[src/verilog/usdb_consts.vh]
// Purpose: Shared constants for the UART shadow data buffer.
// Assumes: 32-bit byte addressed register port, one word per register.
// Notes:   Offsets are full byte addresses.
`ifndef USDB_CONSTS_VH
`define USDB_CONSTS_VH

////////////////////////////////////////////////////////////////////////////////
// Register byte addresses
`define USDB_ADDR_CTRL      32'h50001008
`define USDB_ADDR_LSR       32'h50001014
`define USDB_ADDR_ISTAT     32'h50001018
`define USDB_ADDR_IMASK     32'h5000101C
`define USDB_ADDR_SH_FIRST  32'h50001030
`define USDB_ADDR_SH_9      32'h50001054
`define USDB_ADDR_SH_10     32'h50001058
`define USDB_ADDR_SH_LAST   32'h5000106C

////////////////////////////////////////////////////////////////////////////////
// Field positions
`define USDB_CTRL_FIFO_EN   0
`define USDB_CTRL_IR_MODE   1
`define USDB_LSR_DR         0
`define USDB_LSR_OE         1
`define USDB_LSR_TX_HOLDING_EMPTY_FLAG       5
`define USDB_LSR_TEMT       6
`define USDB_INT_RX         0
`define USDB_INT_OE         1
`define USDB_INT_TX_HOLDING_EMPTY_FLAG       2
`define USDB_SH_DATA_W      8
`define USDB_SH_REG_W       16

////////////////////////////////////////////////////////////////////////////////
// Reset values
`define USDB_CTRL_RST       2'h0
`define USDB_IMASK_RST      3'h0
`define USDB_ISTAT_RST      3'h0
`define USDB_SH_RST         16'h0000

////////////////////////////////////////////////////////////////////////////////
// Sizes and timing counts
`define USDB_FIFO_AW        4
`define USDB_BAUD_DIV       16'h0010
`define USDB_IR_PULSE_NUM   3
`define USDB_IR_PULSE_DEN   16

`endif

[src/verilog/usdb_fifo.v]
// Purpose: Character FIFO with registered head output for the shadow buffer.
// Assumes: Single clock; pop is only honoured while not empty.
// Notes:   With fifo_en low it holds one entry and a push onto it overwrites.
module usdb_fifo #(
  parameter W  = 8,
  parameter AW = 4
) (
  // Clock and reset
  input  wire          clk,
  input  wire          rst_n,
  // Control
  input  wire          flush,
  input  wire          fifo_en,
  // Fill side
  input  wire          push,
  input  wire [W-1:0]  wdata,
  output wire          drop,
  // Drain side
  input  wire          pop,
  output reg  [W-1:0]  rdata_r,
  output reg  [AW:0]   cnt_r
);

  localparam [AW:0] FULL = {1'b1, {AW{1'b0}}};

  reg  [W-1:0]  mem [0:(1<<AW)-1];
  reg  [AW-1:0] head_r;
  reg  [AW-1:0] tail_r;
  wire          do_pop;
  wire          room;
  wire          do_push;
  wire          ovw;
  wire          wen;
  wire [AW-1:0] waddr;
  wire [AW-1:0] head_nxt;

  ////////////////////////////////////////////////////////////////////////////
  // Room: a full FIFO or an occupied single holding slot has none unless a pop is taken in the same cycle
  assign do_pop   = pop && (cnt_r != {(AW+1){1'b0}});
  assign room     = do_pop || (fifo_en ? (cnt_r != FULL) : (cnt_r == {(AW+1){1'b0}}));
  assign do_push  = push && room;
  assign ovw      = push && !room && !fifo_en;
  assign drop     = push && !room;
  assign wen      = do_push || ovw;
  assign waddr    = do_push ? tail_r : head_r;
  assign head_nxt = flush ? {AW{1'b0}} : head_r + {{(AW-1){1'b0}}, do_pop};

  // Storage, no reset on the array
  always @(posedge clk) begin
    if (wen) begin
      mem[waddr] <= wdata;
    end
  end

  // Head word registered; bypass so a write to the new head shows at once
  always @(posedge clk or negedge rst_n) begin
    if (!rst_n) begin
      rdata_r <= {W{1'b0}};
    end else if (wen && (waddr == head_nxt)) begin
      rdata_r <= wdata;
    end else if (do_pop) begin
      // Only a pop reloads the head word, though a flush also moves the head; holding avoids loading never written words
      rdata_r <= mem[head_nxt];
    end
  end

  // Pointers and fill count
  always @(posedge clk or negedge rst_n) begin
    if (!rst_n) begin
      head_r <= {AW{1'b0}};
      tail_r <= {AW{1'b0}};
      cnt_r  <= {(AW+1){1'b0}};
    end else if (flush) begin
      head_r <= {AW{1'b0}};
      tail_r <= {AW{1'b0}};
      cnt_r  <= {(AW+1){1'b0}};
    end else begin
      head_r <= head_nxt;
      tail_r <= tail_r + {{(AW-1){1'b0}}, do_push};
      cnt_r  <= cnt_r + {{AW{1'b0}}, do_push} - {{AW{1'b0}}, do_pop};
    end
  end

endmodule

[src/verilog/usdb_core.v]
// Purpose: UART data path reached through sixteen shadow data locations.
// Assumes: ref_clk 10 MHz; pins sin and sir_in are asynchronous.
// Notes:   Bit time is BAUD_DIV clocks; 8 data bits, no parity, one stop.
// Summary of operation
// [RL1] Each of sixteen word locations reads the receive buffer and writes the transmit holding.
// [RL2] A read returns in bits 7:0 the byte taken from sin, or from sir_in in infrared mode.
// [RL3] Read data mean something only while the data ready flag is set.
// [RL4] Without FIFOs an unread byte is overwritten by the next and an overrun is flagged.
// [RL5] With FIFOs a read returns the head of the receive FIFO.
// [RL6] A full receive FIFO keeps its contents, drops the new byte and flags an overrun.
// [RL7] Written data leave on sout, or on the active low sir_out_n in infrared mode.
// [RL8] Software writes only while the transmit holding empty flag is set.
// [RL9] Without FIFOs one write clears the transmit holding empty flag.
// [RL10] Without FIFOs a further write before that flag sets replaces the held byte.
// [RL11] With FIFOs writes are taken until the transmit FIFO of 2**FIFO_AW entries is full.
// [RL12] A write to a full transmit FIFO is lost and the FIFO is unchanged.
// [RL13] Bits above 7 of a shadow location read zero and ignore writes.
`include "usdb_consts.vh"
module usdb_core #(
  parameter        FIFO_AW  = `USDB_FIFO_AW,
  parameter [15:0] BAUD_DIV = `USDB_BAUD_DIV
) (
  // Clock and reset
  input  wire        ref_clk,
  input  wire        nrst,
  // Register port
  input  wire [31:0] addr,
  input  wire [31:0] wdata,
  input  wire        wr_stb,
  input  wire        rd_stb,
  output reg  [31:0] rdata_r,
  // Serial pins
  input  wire        sin,
  input  wire        sir_in,
  output wire        sout,
  output wire        sir_out_n,
  // Interrupt
  output wire        irq
);

  localparam [1:0]  S_IDLE  = 2'h0;
  localparam [1:0]  S_START = 2'h1;
  localparam [1:0]  S_DATA  = 2'h2;
  localparam [1:0]  S_STOP  = 2'h3;
  localparam [15:0] DIV_M1  = BAUD_DIV - 16'h0001;
  localparam [15:0] HALF    = BAUD_DIV >> 1;
  localparam [31:0] IRP_FULL = (BAUD_DIV * `USDB_IR_PULSE_NUM) / `USDB_IR_PULSE_DEN;
  localparam [15:0] IRP_RAW = IRP_FULL[15:0];
  localparam [15:0] IR_PULSE = (IRP_RAW == 16'h0000) ? 16'h0001 : IRP_RAW;

  reg  [1:0]        rst_sync_r;
  wire              rst_n;
  reg  [1:0]        sin_sync_r;
  reg  [1:0]        sir_sync_r;
  wire              sin_s;
  wire              sir_s;
  reg  [1:0]        ctrl_r;
  reg  [2:0]        imask_r;
  reg  [2:0]        istat_r;
  reg               oe_r;
  reg               tx_holding_empty_flag_d_r;
  wire              fifo_en;
  wire              ir_mode;
  wire              sh_hit;
  wire              ctrl_wr;
  wire              flush;
  wire              dr;
  wire              tx_holding_empty_flag;
  wire              temt;
  wire [2:0]        int_evt;
  reg  [31:0]       rd_mux;
  wire [7:0]        rx_q;
  wire [7:0]        tx_q;
  wire [FIFO_AW:0]  rx_cnt;
  wire [FIFO_AW:0]  tx_cnt;
  wire              rx_drop;
  wire              tx_pop;
  reg  [1:0]        tx_st_r;
  reg  [15:0]       tx_div_r;
  reg  [2:0]        tx_bit_r;
  reg  [7:0]        tx_sh_r;
  reg               sout_r;
  reg               sir_out_n_r;
  wire              tx_tick;
  reg  [1:0]        rx_st_r;
  reg  [15:0]       rx_div_r;
  reg  [2:0]        rx_bit_r;
  reg  [7:0]        rx_sh_r;
  reg               rx_done_r;
  reg               ir_seen_r;
  wire              rx_low;
  wire              rx_bitv;
  wire              rx_sample;

  ////////////////////////////////////////////////////////////////////////////
  // Reset release and pin synchronisers
  always @(posedge ref_clk or negedge nrst) begin
    if (!nrst) begin
      rst_sync_r <= 2'h0;
    end else begin
      rst_sync_r <= {rst_sync_r[0], 1'b1};
    end
  end
  assign rst_n = rst_sync_r[1];

  // Two flops on each serial input before use
  always @(posedge ref_clk or negedge rst_n) begin
    if (!rst_n) begin
      sin_sync_r <= 2'h3;
      sir_sync_r <= 2'h0;
    end else begin
      sin_sync_r <= {sin_sync_r[0], sin};
      sir_sync_r <= {sir_sync_r[0], sir_in};
    end
  end
  assign sin_s = sin_sync_r[1];
  assign sir_s = sir_sync_r[1];

  ////////////////////////////////////////////////////////////////////////////
  // Address decode
  assign sh_hit  = (addr >= `USDB_ADDR_SH_FIRST) && (addr <= `USDB_ADDR_SH_LAST) &&
                   (addr[1:0] == 2'h0); // [RL1]
  assign ctrl_wr = wr_stb && (addr == `USDB_ADDR_CTRL);
  assign fifo_en = ctrl_r[`USDB_CTRL_FIFO_EN];
  assign ir_mode = ctrl_r[`USDB_CTRL_IR_MODE];
  // Changing the FIFO mode empties both FIFOs
  assign flush   = ctrl_wr && (wdata[`USDB_CTRL_FIFO_EN] != fifo_en);

  // Control and mask registers
  always @(posedge ref_clk or negedge rst_n) begin
    if (!rst_n) begin
      ctrl_r  <= `USDB_CTRL_RST;
      imask_r <= `USDB_IMASK_RST;
    end else if (wr_stb) begin
      if (addr == `USDB_ADDR_CTRL) begin
        ctrl_r <= wdata[1:0];
      end
      if (addr == `USDB_ADDR_IMASK) begin
        imask_r <= wdata[2:0];
      end
    end
  end

  ////////////////////////////////////////////////////////////////////////////
  // Receive and transmit FIFOs; with FIFOs off each holds a single byte
  usdb_fifo #(
    .W  (`USDB_SH_DATA_W),
    .AW (FIFO_AW)
  ) u_rx_fifo (
    .clk     (ref_clk),
    .rst_n   (rst_n),
    .flush   (flush),
    .fifo_en (fifo_en),
    .push    (rx_done_r),
    .wdata   (rx_sh_r),
    .drop    (rx_drop),
    .pop     (rd_stb && sh_hit),
    .rdata_r (rx_q),
    .cnt_r   (rx_cnt)
  ); // [RL4] [RL5] [RL6]

  usdb_fifo #(
    .W  (`USDB_SH_DATA_W),
    .AW (FIFO_AW)
  ) u_tx_fifo (
    .clk     (ref_clk),
    .rst_n   (rst_n),
    .flush   (flush),
    .fifo_en (fifo_en),
    .push    (wr_stb && sh_hit),
    .wdata   (wdata[7:0]),
    .drop    (),
    .pop     (tx_pop),
    .rdata_r (tx_q),
    .cnt_r   (tx_cnt)
  ); // [RL10] [RL11] [RL12]

  ////////////////////////////////////////////////////////////////////////////
  // Line status
  assign dr   = (rx_cnt != {(FIFO_AW+1){1'b0}}); // [RL3]
  assign tx_holding_empty_flag = (tx_cnt == {(FIFO_AW+1){1'b0}}); // [RL9]
  assign temt = tx_holding_empty_flag && (tx_st_r == S_IDLE);

  // Overrun flag, cleared by a status read; a new overrun wins
  always @(posedge ref_clk or negedge rst_n) begin
    if (!rst_n) begin
      oe_r <= 1'b0;
    end else if (rx_drop) begin
      oe_r <= 1'b1; // [RL4] [RL6]
    end else if (rd_stb && (addr == `USDB_ADDR_LSR)) begin
      oe_r <= 1'b0;
    end
  end

  ////////////////////////////////////////////////////////////////////////////
  // Interrupt status: byte arrived, overrun, holding became empty
  assign int_evt = {tx_holding_empty_flag && !tx_holding_empty_flag_d_r, rx_drop, rx_done_r};

  always @(posedge ref_clk or negedge rst_n) begin
    if (!rst_n) begin
      istat_r  <= `USDB_ISTAT_RST;
      tx_holding_empty_flag_d_r <= 1'b1;
    end else begin
      tx_holding_empty_flag_d_r <= tx_holding_empty_flag;
      if (rd_stb && (addr == `USDB_ADDR_ISTAT)) begin
        istat_r <= int_evt;
      end else begin
        istat_r <= istat_r | int_evt;
      end
    end
  end
  assign irq = |(istat_r & imask_r);

  ////////////////////////////////////////////////////////////////////////////
  // Read data select
  always @* begin
    rd_mux = 32'h00000000;
    if (sh_hit) begin
      rd_mux[7:0] = rx_q; // [RL2] [RL5] [RL13]
    end else begin
      case (addr)
        `USDB_ADDR_CTRL: begin
          rd_mux[1:0] = ctrl_r;
        end
        `USDB_ADDR_LSR: begin
          rd_mux[`USDB_LSR_DR]   = dr;
          rd_mux[`USDB_LSR_OE]   = oe_r;
          rd_mux[`USDB_LSR_TX_HOLDING_EMPTY_FLAG] = tx_holding_empty_flag;
          rd_mux[`USDB_LSR_TEMT] = temt;
        end
        `USDB_ADDR_ISTAT: begin
          rd_mux[2:0] = istat_r;
        end
        `USDB_ADDR_IMASK: begin
          rd_mux[2:0] = imask_r;
        end
        default: begin
          rd_mux = 32'h00000000;
        end
      endcase
    end
  end

  // Read data stand only in the cycle after the strobe
  always @(posedge ref_clk or negedge rst_n) begin
    if (!rst_n) begin
      rdata_r <= 32'h00000000;
    end else if (rd_stb) begin
      rdata_r <= rd_mux;
    end else begin
      rdata_r <= 32'h00000000;
    end
  end

  ////////////////////////////////////////////////////////////////////////////
  // Transmitter: takes the head byte when idle and a byte is waiting
  assign tx_pop  = (tx_st_r == S_IDLE) && !tx_holding_empty_flag;
  assign tx_tick = (tx_div_r == DIV_M1);

  always @(posedge ref_clk or negedge rst_n) begin
    if (!rst_n) begin
      tx_st_r  <= S_IDLE;
      tx_div_r <= 16'h0000;
      tx_bit_r <= 3'h0;
      tx_sh_r  <= 8'h00;
      sout_r   <= 1'b1;
    end else begin
      tx_div_r <= (tx_tick || tx_st_r == S_IDLE) ? 16'h0000 : tx_div_r + 16'h0001;
      case (tx_st_r)
        S_IDLE: begin
          sout_r <= 1'b1;
          if (tx_pop) begin
            tx_sh_r <= tx_q;
            sout_r  <= 1'b0;
            tx_st_r <= S_START;
          end
        end
        S_START: begin
          if (tx_tick) begin
            tx_bit_r <= 3'h0;
            sout_r   <= tx_sh_r[0];
            tx_st_r  <= S_DATA;
          end
        end
        S_DATA: begin
          if (tx_tick) begin
            tx_sh_r <= tx_sh_r >> 1;
            if (tx_bit_r == 3'h7) begin
              sout_r  <= 1'b1;
              tx_st_r <= S_STOP;
            end else begin
              tx_bit_r <= tx_bit_r + 3'h1;
              sout_r   <= tx_sh_r[1];
            end
          end
        end
        S_STOP: begin
          if (tx_tick) begin
            tx_st_r <= S_IDLE;
          end
        end
        default: begin
          tx_st_r <= S_IDLE;
        end
      endcase
    end
  end

  // Infrared output: short low pulse at the start of each zero bit
  always @(posedge ref_clk or negedge rst_n) begin
    if (!rst_n) begin
      sir_out_n_r <= 1'b1;
    end else begin
      sir_out_n_r <= !(ir_mode && !sout_r && (tx_st_r != S_IDLE) &&
                       (tx_div_r < IR_PULSE)); // [RL7]
    end
  end

  // Normal output parks high while infrared mode is on
  assign sout      = sout_r | ir_mode; // [RL7]
  assign sir_out_n = sir_out_n_r;

  ////////////////////////////////////////////////////////////////////////////
  // Receiver line: a pulse on sir_in marks a zero bit in infrared mode
  assign rx_low    = ir_mode ? sir_s : !sin_s; // [RL2]
  assign rx_bitv   = ir_mode ? !(ir_seen_r || sir_s) : sin_s;
  assign rx_sample = ((rx_st_r == S_START) && (rx_div_r == HALF)) ||
                     ((rx_st_r == S_DATA || rx_st_r == S_STOP) && (rx_div_r == DIV_M1));

  // Infrared pulse catcher, emptied at each sample point
  always @(posedge ref_clk or negedge rst_n) begin
    if (!rst_n) begin
      ir_seen_r <= 1'b0;
    end else if (rx_sample || rx_st_r == S_IDLE) begin
      ir_seen_r <= 1'b0;
    end else if (sir_s) begin
      ir_seen_r <= 1'b1;
    end
  end

  // Receive state machine
  always @(posedge ref_clk or negedge rst_n) begin
    if (!rst_n) begin
      rx_st_r   <= S_IDLE;
      rx_div_r  <= 16'h0000;
      rx_bit_r  <= 3'h0;
      rx_sh_r   <= 8'h00;
      rx_done_r <= 1'b0;
    end else begin
      rx_done_r <= 1'b0;
      rx_div_r  <= (rx_sample || rx_st_r == S_IDLE) ? 16'h0000 : rx_div_r + 16'h0001;
      case (rx_st_r)
        S_IDLE: begin
          if (rx_low) begin
            rx_st_r <= S_START;
          end
        end
        S_START: begin
          if (rx_sample) begin
            rx_bit_r <= 3'h0;
            rx_st_r  <= rx_bitv ? S_IDLE : S_DATA;
          end
        end
        S_DATA: begin
          if (rx_sample) begin
            rx_sh_r  <= {rx_bitv, rx_sh_r[7:1]};
            rx_bit_r <= rx_bit_r + 3'h1;
            if (rx_bit_r == 3'h7) begin
              rx_st_r <= S_STOP;
            end
          end
        end
        S_STOP: begin
          if (rx_sample) begin
            rx_done_r <= 1'b1; // [RL2]
            rx_st_r   <= S_IDLE;
          end
        end
        default: begin
          rx_st_r <= S_IDLE;
        end
      endcase
    end
  end

endmodule

[config.mk]
export PLATFORM = sky130hd
export DESIGN_NAME = usdb_core
export DESIGN_NICKNAME = d
export VERILOG_FILES = /design/src/verilog/usdb_fifo.v /design/src/verilog/usdb_core.v
export VERILOG_INCLUDE_DIRS = /design/src /design/src/verilog
export SDC_FILE = /design/constraint.sdc
export NUM_CORES = 1
export LEC_CHECK = 0
export BUFFER_PORTS_ARGS = -buffer_cell sky130_fd_sc_hd__buf_4
export CELL_PAD_IN_SITES_DETAIL_PLACEMENT = 2
export CELL_PAD_IN_SITES_GLOBAL_PLACEMENT = 2
export CORE_MARGIN = 1.5
export CORE_UTILIZATION = 42
export CTS_CLUSTER_DIAMETER = 200
export DETAILED_ROUTE_END_ITERATION = 8
export PLACE_DENSITY_LB_ADDON = 0.05
export SKIP_LAST_GASP = 1
export SLEW_MARGIN = 20
export SYNTH_ARGS = -nofsm -noshare
export SYNTH_HDL_FRONTEND = slang
export SYNTH_SLANG_ARGS = --single-unit
[constraint.sdc]
create_clock -name ref_clk -period 4.4 [get_ports ref_clk]
set_input_delay 0.44 -clock ref_clk [delete_from_list [all_inputs] [get_ports ref_clk]]
set_output_delay 0.44 -clock ref_clk [all_outputs]
set_load 0.02 [all_outputs]
==> impl_results.md <==
* Fin worst setup slack at ~400 ps
* Compound-cell area share of the yosys netlist at between 10% and 20%
* Crit-path leading delay family: simple AND/OR/NAND/NOR gates
* Register area share after synthesis at just over 60%
* Gr ovfl total at 0
* Clk_lat worst skew at 590 ps
* Hpwl dp at 35.7 mm
* DR WL/cell at 25.5 microns
* Arrival @ worst endpoint at 4480 ps
* Largest area contributor in the netlist: edfxtp_1
* Crit path top cell by count: ha_1
* Fin. max-slew vios at 0
* Async SR Flop Fraction at 33.3%
* VDD IR-drop max at 363 uV
* Non-Filler Instances at 2124
* Crit. End Element: register
* Ys flop type: edfxtp_1
* YS warnings at 0
* Max Root-Sink Buffers at 3
* Core area at 41100 sq um
* Syn Inst Count at 1438
* CP Buf/Inv Count at 1
* Fmax at 249 MHz
* Worst-Margin Slew at slightly above 900 ps
* Share of post-route cells with drive strength above 1 at 17.1%
* Reg2Reg Setup Slack at about 390 ps
* R2R Path Start: u_rx_fifo.cnt_r[3]$_DFF_PN0_
* Hold Path Class: input port to asynchronous set/reset pin
* Post-synth EDFFs at 256
* Routed Antenna Nets at 0
* Minimum clock period at about 4000 ps
* CP peak stage delay at 700 ps
* Row cnt at 74
* Detailed Route WL at ~54 mm
* Largest family of logic cells by synthesized area: simple AND/OR/NAND/NOR gates
* Port Buffers at 56
* Via count at 12.3k
* Critical path type: register to register
* Hold_ws at 177 ps
* Crit path max-delay cell type: or4b_2
* Clk pin slew, worst setup/hold paths at roughly 60 ps
* Yosys cell types at between 70 and 80
* Slew Limit Headroom at about two fifths
* Most frequent cells in the layout: edfxtp_1, nor2_1, buf_4
* Drt pass-1 iters at 5
* Post-Synth Simple-Gate Area at 13.3%
* N_diodes at 0
* Count of state elements after synthesis at 384
* Critical-path maximum fanout at 9
* Max cap viols at 0
* Antenna violations before repair at 0
* Final #Nets at around 1.7k
* Commonest non-fill, non-tap cell in the layout: edfxtp_1
* Largest cells by area after synthesis: edfxtp_1, dfrtp_1, mux2i_1
* Setup TNS at 0 ps
* GRT busiest layer: met2
* Cell Area, Synth at 17600 sq um
* Postcts setup bufs at 0
* CTS root buffer: clkbuf_16
* Drt initial violations at 742
* CP startpoint kind: register
* Synth-to-Final Area Change at 16.8%
* Mean Syn Cell Area at 12.3 sq um
* Post-synthesis xor/xnor area fraction at about 2.8%
* M3 GR Usage at between 3 and 4%
* Critical Path RT at a little under 5000 ps
* Largest net degree at the start of global routing at 59
* Layout fillers at 4045
* Post-DR vias/cell at 5.79
* Post-synth top area share at a little over two fifths
* CTS Buf Count at 44
* Post-Place Setup Slack at -32.8 ps
* Synth Area in Adders at 2.28%
* # IOs at 105
* Die width at 208 microns
* Initial Util at 42.9%
* Outcome: completed
* Global-route wire length before repair at 84.2 mm
* Crit-path cells: inv_1 > ha_1 > or4b_2 > o311ai_0 > a2111oi_4 > and2_1 > ha_1 > xnor2_1 > nor3_1 > nor3b_1 > o221ai_2 > or3_4 > a41oi_2
* Reg2reg path depth at 13
* Setup-failing EPs final at 0
* RSZ-0062 raised after global routing: false
* Tcrit/Tclk final at between 90% and 100%
* Met2 GRT Util at between 40% and 50%
* Overall Global Routing Usage at 25.5%
* Die area at 43300 sq um
* Leak at 0.00787 uW
* Cells after DPL at 2040
* Clk sinks at roughly 380
* Number of global-route vias before repair at 13.7k
* Met1 Use GR at between 30% and 40%
* Final Hold Fails at 0
* Drc violations at 0
* Post-synthesis mux area share at under 10%
* H-tree levels at 2
* Total power at 8190 uW
* Final Skew at about 24 ps
* CTS tree: done
* Die Ht at 208 microns
* FF-to-FF End: u_rx_fifo.rdata_r[5]$_DFFE_PN0P_
* Routability cong. at around 0.8
* Pwr/cell area at 397 nW/um^2
-- Yosys cell counts, types with 29 or more instances --
cell type / n
clkbuf_1: 57
nor2_1: 146
and3_1: 32
a21oi_1: 51
mux2i_1: 65
dfrtp_1: 123
o21ai_0: 43
ha_1: 29
edfxtp_1: 256
inv_1: 42
nand3_1: 55
nand2_1: 112
-- metrics by stage --
step / cell area, sq um / utilization (%)
after floorplan: 17700 / -
after global placement: 19100 / 46.4
after detailed placement: 19100 / 46.4
after CTS: 20600 / 50.1
after global routing: 20600 / 50.1
final: 20600 / 50.1
-- cell type report --
type,instances,area (sq um),share of cell area (%)
multi-input combinational,944,6320,30.7
tap,532,666,3.23
sequential,384,10900,52.9
clock inverter,18,224,1.09
timing repair buffer,138,1060,5.12
clock buffer,63,1260,6.13
inverter,45,174,0.844
-- where the power goes --
group	leakage, uW	internal [uW]	switching (uW)	total [uW]
clock network	0.000718	2240	1530	3770
registers	0.00375	3920	116	4040
logic	0.00340	162	221	384
total	0.00787	6320	1870	8190
-- cell families after synthesis --
group / count (synthesis)
AOI/OAI and AO/OA: 252
DFF: 384
buffers and inverters: 133
adders and majority gates: 31
and+or+nand+nor: 485
muxes: 97
other: 2
xor gates and xnor gates: 54
-- metal layers --
| layer | vias to the layer above | wire [microns] | part of all wire (%) |
|---|---|---|---|
| li1 | 5537 | - | - |
| met1 | 6412 | 24200 | 45 |
| met2 | 265 | 26800 | 49 |
| met3 | 82 | 1930 | 3.6 |
| met4 | 0 | 1250 | 2.3 |
| met5 | - | 0 | 0 |
-- flip-flops by register name, indices dropped and copies added (netlist names), 3 cells and up, named ones only --
register           cells
imask_r                3
istat_r                3
rdata_r                8
rx_bit_r               3
rx_div_r              16
rx_sh_r                8
tx_bit_r               3
tx_div_r              16
tx_sh_r                8
u_rx_fifo.cnt_r        5
u_rx_fifo.head_r       4
u_rx_fifo.mem        128
u_rx_fifo.rdata_r      8
u_rx_fifo.tail_r       4
u_tx_fifo.cnt_r        5
u_tx_fifo.head_r       4
u_tx_fifo.mem        128
u_tx_fifo.rdata_r      8
u_tx_fifo.tail_r       4
-- worst max path at each step --
stage                     cells after the start                          endpoint                         start  slack (ps)
final                                        13  u_rx_fifo.rdata_r[5]$_DFFE_PN0P_  u_rx_fifo.cnt_r[3]$_DFF_PN0_         390
after global routing                         16  u_tx_fifo.rdata_r[7]$_DFFE_PN0P_  u_tx_fifo.cnt_r[3]$_DFF_PN0_         150
after CTS                                    13  u_rx_fifo.rdata_r[5]$_DFFE_PN0P_  u_rx_fifo.cnt_r[3]$_DFF_PN0_         260
after detailed placement                     10  u_rx_fifo.rdata_r[3]$_DFFE_PN0P_                      addr[11]         -30
after global placement                       10  u_rx_fifo.rdata_r[2]$_DFFE_PN0P_                      addr[11]         160
after floorplan                              13  u_rx_fifo.rdata_r[6]$_DFFE_PN0P_                      addr[11]          40
-- what timing repair did --
item                                   CTS  global route
setup endpoints to repair                0             4
hold buffers                             3             0
endpoints found under the hold margin    4             0
resized for setup                        0             1
-- worst register-to-register path, stage by stage, from the launching register on --
cell	delay (ps)
dfrtp_1	400
inv_1	90
ha_1	170
or4b_2	700
o311ai_0	240
a2111oi_4	90
and2_1	210
ha_1	230
xnor2_1	420
nor3_1	90
nor3b_1	280
o221ai_2	280
or3_4	520
a41oi_2	210
Note: power is estimated with default switching activity, not from simulation.
